==> src/rtl/cfp_pkg.sv <==
// Purpose: shared constants for the fetch and pipeline control core
// Assumes: 16-bit instruction words, 21-bit byte program counter
// Notes: opcode patterns cover only the control-flow, table and two-word subset handled here
package cfp_pkg;
  localparam int PC_W = 21;
  localparam int IW = 16;
  localparam int DW = 8;
  localparam int DA_W = 12;
  localparam logic [PC_W-1:0] PC_RESET = 21'h000000;
  localparam logic [PC_W-1:0] PC_STEP = 21'h000002;
  localparam logic [1:0] PH_ONE = 2'h0;
  localparam logic [1:0] PH_TWO = 2'h1;
  localparam logic [1:0] PH_THREE = 2'h2;
  localparam logic [1:0] PH_FOUR = 2'h3;
  localparam logic [IW-1:0] NOP_WORD = 16'h0000;
  // opcode patterns matched on the top bits of the word
  localparam logic [3:0] OP_SECOND = 4'hf;
  localparam logic [3:0] OP_MOVE_FF = 4'hc;
  localparam logic [7:0] OP_JUMP = 8'hef;
  localparam logic [6:0] OP_CALL = 7'h76;
  localparam logic [9:0] OP_FSR_LOAD = 10'h3b8;
  localparam logic [7:0] OP_RET_LIT = 8'h0c;
  localparam logic [15:0] OP_RETURN = 16'h0012;
  localparam logic [4:0] OP_BRA = 5'h1a;
  localparam logic [4:0] OP_RCALL = 5'h1b;
  // add w to file with d=1, a=0 and file 0xf9 (low byte of the counter)
  localparam logic [5:0] OP_ADD_W_TO_FILE = 6'h09;
  localparam logic [7:0] PCL_ADDR = 8'hf9;
  localparam logic [3:0] OP_TABLE = 4'h0;
  localparam logic [5:0] TBL_RD_LO = 6'h02;
  localparam int STK_W = 5;
  localparam int STK_DEPTH = 31;
endpackage : cfp_pkg

==> src/rtl/cfp_phase_gen.sv <==
// Purpose: divide the core clock by four into one-hot phase strobes
// Assumes: synchronous active-high reset
// Notes: strobes never overlap since they decode one counter
module cfp_phase_gen (
  // clock and reset
  input wire logic mclk,
  input wire logic rst,
  // phase strobes
  output logic phase_one,
  output logic phase_two,
  output logic phase_three,
  output logic phase_four
);
  logic [1:0] count;

  always_ff @(posedge mclk) begin
    if (rst) begin
      count <= cfp_pkg::PH_ONE;
    end else begin
      count <= count + 2'h1;
    end
  end

  assign phase_one = (count == cfp_pkg::PH_ONE);
  assign phase_two = (count == cfp_pkg::PH_TWO);
  assign phase_three = (count == cfp_pkg::PH_THREE);
  assign phase_four = (count == cfp_pkg::PH_FOUR);
endmodule : cfp_phase_gen

==> src/rtl/cfp_stack_mem.sv <==
// Purpose: return address storage for calls
// Assumes: one write and one read per cycle
// Notes: read data come out of a register
module cfp_stack_mem #(
  parameter int DEPTH = 32,
  parameter int AW = 5,
  parameter int WIDTH = 21
) (
  // clock
  input wire logic mclk,
  // write port
  input wire logic wr_en,
  input wire logic [AW-1:0] wr_addr,
  input wire logic [WIDTH-1:0] wr_data,
  // read port
  input wire logic [AW-1:0] rd_addr,
  output logic [WIDTH-1:0] rd_data
);
  logic [WIDTH-1:0] mem [DEPTH];

  always_ff @(posedge mclk) begin
    if (wr_en) begin
      mem[wr_addr] <= wr_data;
    end
    rd_data <= mem[rd_addr];
  end
endmodule : cfp_stack_mem

==> src/rtl/cfp_fetch_core.sv <==
// Purpose: instruction fetch and pipeline control of the 8-bit core
// Assumes: program memory answers within the same instruction cycle
// Notes: only control-flow, table and two-word opcodes are decoded here
// Operation
// - The core clock is divided by four into four non-overlapping phases.
// - The counter steps on phase one and the fetched word latches in four.
// - The prior fetched word enters the instruction register in phase one.
// - Operand reads happen in phase two and destination writes in four.
// - Fetch overlaps execute so plain instructions retire one per cycle.
// - A counter change costs two cycles and discards the fetched word.
// - Program memory is byte addressed with words at even addresses.
// - The counter steps by two and its lowest bit always reads zero.
// - Absolute jump and call load the word address into bits 20 to 1.
// - Relative branch offsets count words, so bytes move by twice that.
// - Second words of two-word instructions carry ones in the top nibble.
// - A lone second word is a no-op, but after its first word it is used.
// - Adding the working register to the low byte moves the counter.
// - Return with literal loads the working register and returns.
// - Table reads use the pointer as a byte address, one byte each.
// - A call bumps the stack pointer then stores the next address.
module cfp_fetch_core #(
  parameter int PC_W = cfp_pkg::PC_W
) (
  // clock and reset
  input wire logic mclk,
  input wire logic rst,
  // program memory
  output logic [PC_W-1:0] pmem_addr,
  output logic pmem_rd,
  input wire logic [15:0] pmem_rdata,
  // data memory
  output logic [11:0] dmem_addr,
  output logic dmem_rd,
  input wire logic [7:0] dmem_rdata,
  output logic dmem_wr,
  output logic [7:0] dmem_wdata,
  // table access
  input wire logic [PC_W-1:0] table_pointer,
  output logic [7:0] table_latch,
  // observation
  output logic [PC_W-1:0] program_counter,
  output logic [15:0] instruction_register,
  output logic [7:0] working_register,
  output logic [4:0] return_stack_pointer,
  output logic phase_one,
  output logic phase_two,
  output logic phase_three,
  output logic phase_four,
  output logic flushed
);
  logic [15:0] fetch_word;
  logic [15:0] prev_word;
  logic flush_pending;
  logic exec_flush;
  logic [PC_W-1:0] pc_target;
  logic pc_load;
  logic [PC_W-1:0] stack_rdata;
  logic stack_wr;
  logic [4:0] stack_wr_addr;
  logic [4:0] next_sp;
  logic table_pending;
  // a stolen fetch slot holds the counter and idles the next execute slot
  logic table_hold;
  logic [7:0] operand;

  cfp_phase_gen u_phase (
    .mclk(mclk),
    .rst(rst),
    .phase_one(phase_one),
    .phase_two(phase_two),
    .phase_three(phase_three),
    .phase_four(phase_four)
  );

  cfp_stack_mem #(.DEPTH(32), .AW(5), .WIDTH(PC_W)) u_stack (
    .mclk(mclk),
    .wr_en(stack_wr),
    .wr_addr(stack_wr_addr),
    .wr_data(program_counter),
    .rd_addr(return_stack_pointer),
    .rd_data(stack_rdata)
  );

  // sign-extend a word offset and double it into a byte offset
  function automatic logic [PC_W-1:0] word_off(input logic [10:0] off);
    word_off = {{(PC_W-12){off[10]}}, off, 1'b0};
  endfunction : word_off

  // decode of the executing word
  wire [15:0] ir = instruction_register;
  wire is_second = (ir[15:12] == cfp_pkg::OP_SECOND);
  wire is_jump = (ir[15:8] == cfp_pkg::OP_JUMP);
  wire is_call = (ir[15:9] == cfp_pkg::OP_CALL);
  wire is_moveff = (ir[15:12] == cfp_pkg::OP_MOVE_FF);
  wire is_fsrload = (ir[15:6] == cfp_pkg::OP_FSR_LOAD);
  wire is_two_word = is_jump | is_call | is_moveff | is_fsrload;
  wire is_retlit = (ir[15:8] == cfp_pkg::OP_RET_LIT);
  wire is_return = (ir == cfp_pkg::OP_RETURN);
  wire is_bra = (ir[15:11] == cfp_pkg::OP_BRA);
  wire is_rcall = (ir[15:11] == cfp_pkg::OP_RCALL);
  wire is_addpcl = (ir[15:10] == cfp_pkg::OP_ADD_W_TO_FILE) && ir[9] && !ir[8]
    && (ir[7:0] == cfp_pkg::PCL_ADDR);
  wire is_table = (ir[15:4] == 12'h000) && (ir[3:0] >= 4'h8)
    && (ir[3:0] <= 4'hb);

  // the first word of a pair waits in prev_word while its second executes
  wire second_used = is_second && (prev_word != cfp_pkg::NOP_WORD);
  wire [15:0] first = prev_word;
  wire f_jump = (first[15:8] == cfp_pkg::OP_JUMP);
  wire f_call = (first[15:9] == cfp_pkg::OP_CALL);
  wire f_moveff = (first[15:12] == cfp_pkg::OP_MOVE_FF);
  wire [PC_W-1:0] abs_target = {ir[11:0], first[7:0], 1'b0};

  wire live = !exec_flush;

  always_comb begin
    pc_load = 1'b0;
    pc_target = program_counter;
    if (live) begin
      if (second_used && (f_jump || f_call)) begin
        pc_load = 1'b1;
        // counter steps once more before the target word is fetched
        pc_target = abs_target - cfp_pkg::PC_STEP;
      end else if (is_bra || is_rcall) begin
        pc_load = 1'b1;
        pc_target = program_counter - cfp_pkg::PC_STEP
          + word_off(ir[10:0]);
      end else if (is_addpcl) begin
        pc_load = 1'b1;
        // counter already points past the add; software keeps it even
        pc_target = program_counter - cfp_pkg::PC_STEP
          + {{(PC_W-8){1'b0}}, working_register};
      end else if (is_retlit || is_return) begin
        pc_load = 1'b1;
        pc_target = stack_rdata - cfp_pkg::PC_STEP;
      end
    end
  end

  // pushes happen for rcall and for the second word of an absolute call
  wire do_push = live && phase_two && (is_rcall || (second_used && f_call));
  wire do_pop = live && phase_four && (is_retlit || is_return);
  assign next_sp = do_push ? return_stack_pointer + 5'h01 :
    do_pop ? return_stack_pointer - 5'h01 : return_stack_pointer;
  assign stack_wr = live && phase_three
    && (is_rcall || (second_used && f_call));
  assign stack_wr_addr = return_stack_pointer;

  // data memory strobes; a flushed slot or stray second word touches nothing
  assign dmem_rd = live && phase_two && is_moveff;
  assign dmem_wr = live && phase_four && second_used && f_moveff;
  // source sits in the first word, destination in the second
  assign dmem_addr = ir[11:0];
  assign dmem_wdata = operand;

  // instruction fetch: pointer in phase one, word latched in phase four
  assign pmem_addr = table_pending ? table_pointer : program_counter;
  assign pmem_rd = phase_four;

  always_ff @(posedge mclk) begin
    if (rst) begin
      program_counter <= cfp_pkg::PC_RESET;
    end else if (phase_one && !table_hold) begin
      program_counter <= program_counter + cfp_pkg::PC_STEP;
    end else if (phase_four && pc_load) begin
      program_counter <= {pc_target[PC_W-1:1], 1'b0};
    end
  end

  always_ff @(posedge mclk) begin
    if (rst) begin
      fetch_word <= cfp_pkg::NOP_WORD;
    end else if (phase_four && !table_pending) begin
      fetch_word <= pmem_rdata;
    end
  end

  always_ff @(posedge mclk) begin
    if (rst) begin
      flush_pending <= 1'b0;
    end else if (phase_four) begin
      flush_pending <= pc_load;
    end
  end

  always_ff @(posedge mclk) begin
    if (rst) begin
      instruction_register <= cfp_pkg::NOP_WORD;
      exec_flush <= 1'b0;
      prev_word <= cfp_pkg::NOP_WORD;
    end else if (phase_one) begin
      // keep the prior word so a second word can find its first
      prev_word <= (is_two_word && live) ? instruction_register
        : cfp_pkg::NOP_WORD;
      instruction_register <= (flush_pending || table_hold)
        ? cfp_pkg::NOP_WORD : fetch_word;
      exec_flush <= flush_pending;
    end
  end
  assign flushed = exec_flush;

  always_ff @(posedge mclk) begin
    if (rst) begin
      return_stack_pointer <= 5'h00;
    end else begin
      return_stack_pointer <= next_sp;
    end
  end

  always_ff @(posedge mclk) begin
    if (rst) begin
      operand <= 8'h00;
    end else if (dmem_rd) begin
      operand <= dmem_rdata;
    end
  end

  always_ff @(posedge mclk) begin
    if (rst) begin
      working_register <= 8'h00;
    end else if (live && phase_four && is_retlit) begin
      working_register <= ir[7:0];
    end
  end

  // a table read borrows the next phase-four fetch slot for one byte
  always_ff @(posedge mclk) begin
    if (rst) begin
      table_pending <= 1'b0;
    end else if (phase_two) begin
      table_pending <= live && is_table;
    end else if (phase_four) begin
      table_pending <= 1'b0;
    end
  end

  always_ff @(posedge mclk) begin
    if (rst) begin
      table_hold <= 1'b0;
    end else if (phase_four) begin
      table_hold <= table_pending;
    end else if (phase_one) begin
      table_hold <= 1'b0;
    end
  end

  always_ff @(posedge mclk) begin
    if (rst) begin
      table_latch <= 8'h00;
    end else if (phase_four && table_pending) begin
      table_latch <= table_pointer[0] ? pmem_rdata[15:8]
        : pmem_rdata[7:0];
    end
  end
endmodule : cfp_fetch_core

==> config.mk <==
export PLATFORM = sky130hd
export DESIGN_NAME = cfp_fetch_core
export DESIGN_NICKNAME = d
export VERILOG_FILES = /design/src/rtl/cfp_pkg.sv /design/src/rtl/cfp_phase_gen.sv /design/src/rtl/cfp_stack_mem.sv /design/src/rtl/cfp_fetch_core.sv
export SDC_FILE = /design/constraint.sdc
export NUM_CORES = 1
export LEC_CHECK = 0
export BUFFER_PORTS_ARGS = -buffer_cell sky130_fd_sc_hd__clkbuf_2
export CAP_MARGIN = 0
export CORE_UTILIZATION = 55
export DETAILED_ROUTE_END_ITERATION = 12
export PLACE_DENSITY = 0.75
export SLEW_MARGIN = 15
export SYNTH_ARGS = -nofsm -noshare
export SYNTH_HDL_FRONTEND = slang
export SYNTH_SLANG_ARGS = --single-unit
==> constraint.sdc <==
create_clock -name mclk -period 4.05 [get_ports mclk]
set_clock_uncertainty 0.2 [all_clocks]
set_input_delay 0.2025 -clock mclk [delete_from_list [all_inputs] [get_ports mclk]]
set_output_delay 0.2025 -clock mclk [all_outputs]
set_load 0.02 [all_outputs]
==> flow_summary.yaml, run 1 <==
finish:
  fillCellCount: 3979
  final_area_um2: 37300
  multi_input_area_um2: 9960
  area_growth_pct: 16.1
  post-route-util_pct: 64.7
  insertedDiodeCount: 0
  ff_latch_area_um2: 21700
  fin_nets: 2394
  final_common_cell: "edfxtp_1"
  drive_above_1_share_pct: 27.6
  layout_common_cells: "640 x edfxtp_1, 160 x mux4_2, 151 x clkbuf_2"
critical_path:
  r2r_cells: 15
  timing.rr.end: "program_counter[14]"
  worstPathMaxFanout: 6
  crit_path_end_kind: "register"
  cp-start-kind: "register"
  crit_arrival_ps: 4200
  r2r_setup_slack_ps: 160
  path_class: "reg -> reg"
  required_ps: 4360
  r2r-start: "program_counter[5]"
  critPathLaunch: "program_counter[5]"
yosys:
  synth_seq_area_share_pct: 67.4
  synth_cell_types: 72
  syn_area_um2: 32100
  synth.area.top_cells: "edfxtp_1 60%, mux4_2 11%, dfxtp_1 7.7%, a22oi_1 2.7%, nor2_1 1.9%"
  ys_async_sr_fraction_pct: 0
  synth_edf_count: 640
  syn_nets: 2146
  synth_top_cell_area_share_pct: 59.8
  syn_avg_cell_area_um2: 15.6
  ys.flop_type: "edfxtp_1"
  yosysWarnings: 0
  synth_area_leader_cell: "edfxtp_1"
  ys_ff_latch: 763
  synthCells: 2058
floorplan:
  die_width_um: 244
  io_pins: 154
  die_area_um2: 59400
  fp.dieH_um: 244
  start_util_pct: 55.7
  core_um2: 57700
  rows: 88
power:
  p_per_area_nw_per_um2: 446
  ir_drop_mv: 0.429
  p_leak_uw: 0.0127
  power_uw: 16700
hold_path:
  min_to: "fetch_word[7]"
  min_from: "pmem_rdata[7]"
  hp-class: "in -> reg"
  min_delay_path_depth: 4
cts:
  htree_levels: 3
  clkSinkCount: 763
  cts-root-buf: "clkbuf_16"
  postCtsSetupBuffers: 0
  cts_buffers: 78
  clock_latency_ps: 640
  clockBufferDepth: 3
  clkTransAtPathRegs_ps: 70
  cts_tree: "done"
sta:
  final.setup.tns_ps: 0
  fmax_mhz: 257
  max_slew_margin_pct: 37.5
  setup_viol: 0
  fin_crit_ps: 3890
  timing.final.crit_share_pct: 96.1
  final_max_slew_viol_count: 0
  worstMarginPinSlew_ps: 936
  timing_hold_violations_final: 0
detailed_routing:
  drc_errors: 0
  ant_nets: 0
  drt-total-wl_mm: 88.1
  first_pass_iters: 5
  num_vias: 20261
  drt_first_iter_violations: 2469
  via_per_inst: 6.47
  post_drt_wl_per_cell_um: 28.1
grt:
  antenna_found_initial: 0
  grt_max_degree: 75
  grtUsageMet2_pct: 45.9
  grt_pass1_wl_mm: 129
  met1_usage_pct: 42.0
  top_usage_layer: "met2"
  grt_usage_pct: 29.7
  met3_usage_pct: 5.71
  grt_pass1_vias: 19936
  grt_overflow: 0
outcome:
  status: "finished clean"
place:
  port_buffers: 152
  place_congestion: 0.936
  place_area_um2: 34500
  place_hpwl_mm: 55.2
flow_run:
  drv_cap: 0
sequential cells by signal (all words and copies together) (netlist names), 2 cells and up:
| register | count |
|---|---|
| u_stack.rd_data | 20 |
| working_register | 8 |
| dmem_wdata | 8 |
| instruction_register | 16 |
| program_counter | 20 |
| table_latch | 8 |
| u_phase.count | 2 |
| return_stack_pointer | 5 |
| first | 16 |
| u_stack.mem | 640 |
| fetch_word | 16 |
how the worst max path moves through the flow:
stage | end | slack [ps] | cells after the start
5_1_grt | program_counter[20] | -20 | 15
3_3_place_gp | program_counter[20] | 180 | 14
4_1_cts | program_counter[15] | 90 | 14
6_report | program_counter[14] | 160 | 15
3_5_place_dp | program_counter[15] | 130 | 14
2_1_floorplan | program_counter[20] | 6 | 16
worst max-delay path, stage by stage (launching register included):
cell	delay (ps)
dfxtp_4	360
or4_1	530
buf_4	180
or4_4	470
nand2_1	140
ha_1	270
nor2b_1	180
buf_4	160
a21oi_2	160
buf_4	120
o22ai_1	110
a22oi_1	280
nor3_1	70
o31ai_1	270
o211a_1	190
a21oi_1	60
cell families (layout without fill, tap and decap cells):
logic type,after synthesis,count (layout),share of synthesized area [%]
adder cells (fa/ha/maj),41,41,1.64
AND/OR/NAND/NOR,472,472,7.03
flip-flops,763,763,67.4
XOR/XNOR,82,82,2.23
buffers and inverters,163,471,2.13
multiplexers,198,198,12.5
other,1,1,0.0117
AO/OA/AOI/OAI,338,338,7.06
layout make-up:
class	instances	share of cell area [%]
clock buffers	96	5.60
well taps	765	2.56
repair buffers	311	5.62
inverters	20	0.201
flip-flops and latches	763	58.1
clock inverters	44	1.22
multi-input cells	1132	26.7
metal layers:
metal | routed length, µm | vias to the layer above
li1 | - | 8618
met5 | 0 | -
met3 | 8290 | 186
met1 | 35400 | 10327
met4 | 2810 | 0
met2 | 41600 | 1130
what timing repair did:
| action | in CTS | in global routing |
|---|---|---|
| endpoints found under the setup margin | 0 | 9 |
| hold endpoints to repair | 59 | 0 |
| gates resized for setup | 0 | 15 |
| hold buffers | 26 | 0 |
where the power goes:
group          internal, µW  switching [µW]  total [µW]  leakage, µW
clock                  4040            3090        7130      0.00125
combinational           356             653        1010      0.00459
sequential             8500            22.9        8530      0.00691
total                 12900            3770       16700       0.0127
cell usage after synthesis (7+ instances only):
cell type  count
nand2_1      114
o31ai_1        8
nand3_1       28
buf_4         16
or4_1          9
o22ai_1        7
a31oi_1       15
clkbuf_1      97
a21oi_1       76
dfxtp_1      123
ha_1          39
nor2_1       163
o21ai_0       46
xnor2_1       46
nor2b_1        9
nor3_1        22
nand4_1       24
buf_1         26
nand2b_1      12
xor2_1        36
inv_1         19
or3_1         17
edfxtp_1     640
a22oi_1      115
mux2i_1       20
mux4_2       160
a211oi_1      18
nor4_1        21
and3_1        19
mux2_2        18
per-stage QoR:
step                      setup WS (ps)  std cells  hold slack, ps
after floorplan                    6.36       2058             138
after global placement              176       2965             229
after detailed placement            130       2965             238
after CTS                          92.0       3131             144
after global routing              -17.8       3131             172
final                               159       3131             164
Note: power is estimated with default switching activity, not from simulation.
==> inputs of run 2 (changes only) <==
--- a/config.mk
+++ b/config.mk
@@ -5,6 +5,7 @@
 export SDC_FILE = /design/constraint.sdc
 export NUM_CORES = 1
 export LEC_CHECK = 0
+export ABC_AREA = 1
 export BUFFER_PORTS_ARGS = -buffer_cell sky130_fd_sc_hd__clkbuf_2
 export CAP_MARGIN = 0
 export CORE_UTILIZATION = 55
==> run 2 against run 1 <==
  * Cell area fell by 0.40%
  * Routed wire length rose by 7.4%
  * Worst setup slack improved by 280 ps
  * Total power rose by 4.2%
  * Synthesized cell count rose by 32%
==> flow_summary.yaml, run 2 <==
floorplan:
  start_util_pct: 55.8
  rows: 88
  die_width_um: 244
  core_um2: 57800
  die_area_um2: 59600
  fp.dieH_um: 244
  io_pins: 154
yosys:
  synth_area_leader_cell: "edfxtp_1"
  synthTopCellsByCount: "640 x edfxtp_1, 337 x nand2_1, 323 x a22oi_1"
  yosysMostFrequentCell: "edfxtp_1"
  synth_top_cell_area_share_pct: 59.6
  synth_edf_count: 640
  synth.area.top_cells: "edfxtp_1 60%, dfxtp_1 7.6%, a22oi_1 7.5%, a21oi_1 4.2%, nand2_1 3.9%"
  yosysWarnings: 0
  synth_cell_types: 54
  syn_nets: 2801
  synthCells: 2713
  ys.flop_type: "edfxtp_1"
  ys_ff_latch: 763
  syn_area_um2: 32300
  ys_async_sr_fraction_pct: 0
  synth_seq_area_share_pct: 67.2
  syn_avg_cell_area_um2: 11.9
power:
  p_int_uw: 13100
  ir_drop_mv: 0.357
  p_leak_uw: 0.0133
  p_per_area_nw_per_um2: 467
  p_seq_share_pct: 50.6
  power_frac_clock_pct: 39.8
  power.switching_uw: 4290
  p_sw_share_pct: 24.7
  p_comb_share_pct: 9.7
critical_path:
  required_ps: 4110
  crit_path_end_kind: "register"
  critPathMaxStageDelay_ps: 400
  worstPathMaxFanout: 17
  slowest_stage: "buf_4"
  path_cells: "inv_1, ha_1, nand2_1, nor2_2, nand3_1, nand3_1, nand3b_1, o21ai_1, and3_1, nand2_1, nor2_2, buf_4"
  cp-start-kind: "register"
  r2r-start: "first[0]"
  crit_arrival_ps: 3670
  cp_num_buf_inv: 2
  cp_top_family: "simple AND/OR/NAND/NOR gates"
  critPathLaunch: "first[0]"
  path_class: "reg -> reg"
sta:
  layout_setup_ws_ps: 438
  fin_crit_ps: 3610
  final_max_slew_viol_count: 0
  max_slew_margin_pct: 25.8
  final.setup.tns_ps: 0
  worstMarginPinSlew_ps: 1110
  timing.final.crit_share_pct: 89.2
  fmax_mhz: 277
  timing_hold_violations_final: 0
  rsz0062_at_grt: "false"
  setup_viol: 0
finish:
  layout_common_cells: "640 x edfxtp_1, 337 x nand2_1, 323 x a22oi_1"
  regMostFlops: "u_stack.mem"
  fin_nets: 3034
  drive_above_1_share_pct: 16.4
  area_growth_pct: 15.3
  largest_reg_flops: 640
  top_regs: "u_stack.mem: 640 flops, program_counter: 20 flops, u_stack.rd_data: 20 flops"
  final_common_cell: "edfxtp_1"
cts:
  clkSinkCount: 763
  cts_tree: "done"
  clkTransAtPathRegs_ps: 60
  htree_levels: 3
  cts-root-buf: "clkbuf_16"
  postCtsHoldBufs: 25
  postCtsSetupBuffers: 0
  cts_buffers: 76
  clockBufferDepth: 3
  postCtsResizedCells: 0
  clock_latency_ps: 630
detailed_routing:
  drc_errors: 0
  num_vias: 23768
  first_pass_iters: 6
  drt-total-wl_mm: 94.7
  ant_nets: 0
  post_drt_wl_per_cell_um: 25.1
  drt_first_iter_violations: 2718
  via_per_inst: 6.30
hold_path:
  hp-class: "in -> reg"
  min_from: "rst"
grt:
  grt_max_degree: 103
  antenna_found_initial: 1
  grt_pass1_wl_mm: 141
  grt_usage_pct: 31.6
  grt_overflow: 0
  grt_pass1_vias: 22802
place:
  place_congestion: 0.958
  port_buffers: 152
  place_hpwl_mm: 62.1
  pre_cts_slack_ps: 552
flow_run:
  drv_cap: 0
outcome:
  status: "finished clean"
## run 2: cell types whose count changed in the layout (fill, tap and decap cells not counted), moves of 36 or more
cell     change
mux4_2     -160
a21oi_1    +199
inv_1      +150
a22oi_1    +208
nand3_1     +41
xnor2_1     -36
o21ai_0     +91
nand2_1    +223
## run 2: cell type report
class	instances	area [µm²]
Fill cell	4235	20600
Sequential cell	763	21700
Clock buffer	101	2080
Timing Repair Buffer	308	2080
Inverter	183	692
Multi-Input combinational cell	1614	9330
Tap cell	765	957
Clock inverter	36	357
Antenna cell	1	2.50
## run 2: stage by stage
| step | instances | instance area, µm² | total power (µW) | hold WS, ps | util (%) |
|---|---|---|---|---|---|
| finish | 3771 | 37200 | 17400 | 10.6 | 64.3 |
| global route | 3770 | 37200 | 17800 | 47.0 | 64.3 |
| CTS | 3770 | 37200 | 17400 | 3.34 | 64.3 |
| detailed placement | 3608 | 34500 | 10600 | 244 | 59.7 |
| global placement | 3608 | 34500 | 10500 | 235 | 59.7 |
| floorplan | 2713 | 32300 | 9980 | 79.3 | - |
## run 2: routing by layer
layer,up-vias,track usage (%),share of wire [%]
li1,10500,-,-
met1,11633,44.3,40
met2,1430,49.0,46
met3,205,5.54,10
met4,0,12.6,3.8
met5,-,0,0
## run 2: logic make-up after synthesis
logic type	after synthesis	synth area share (%)
and+or+nand+nor	711	9.75
xor gates and xnor gates	43	1.28
AOI/OAI and AO/OA	816	15.8
adders and majority gates	41	1.64
other	1	0.0116
muxes	2	0.0698
DFF	763	67.2
buffers and inverters	336	4.19
## run 2: path summary, 6_finish.rpt
| kind | end | cells after the start | slack (ps) |
|---|---|---|---|
| max | u_stack.mem[23][19] | 12 | 440 |
| max reg2reg | u_stack.mem[23][19] | 12 | 440 |
| min | instruction_register[11] | 2 | 10 |
| min reg2reg | fetch_word[14] | 2 | 250 |
## run 2: power by group through the flow
stage          Combinational [µW]  Clock (µW)  Sequential (µW)
6_report                     1680        6910             8780
5_1_grt                      1820        7240             8780
4_1_cts                      1650        6940             8780
3_5_place_dp                 1620           0             8950
3_3_place_gp                 1600           0             8950
2_1_floorplan                 907           0             9080
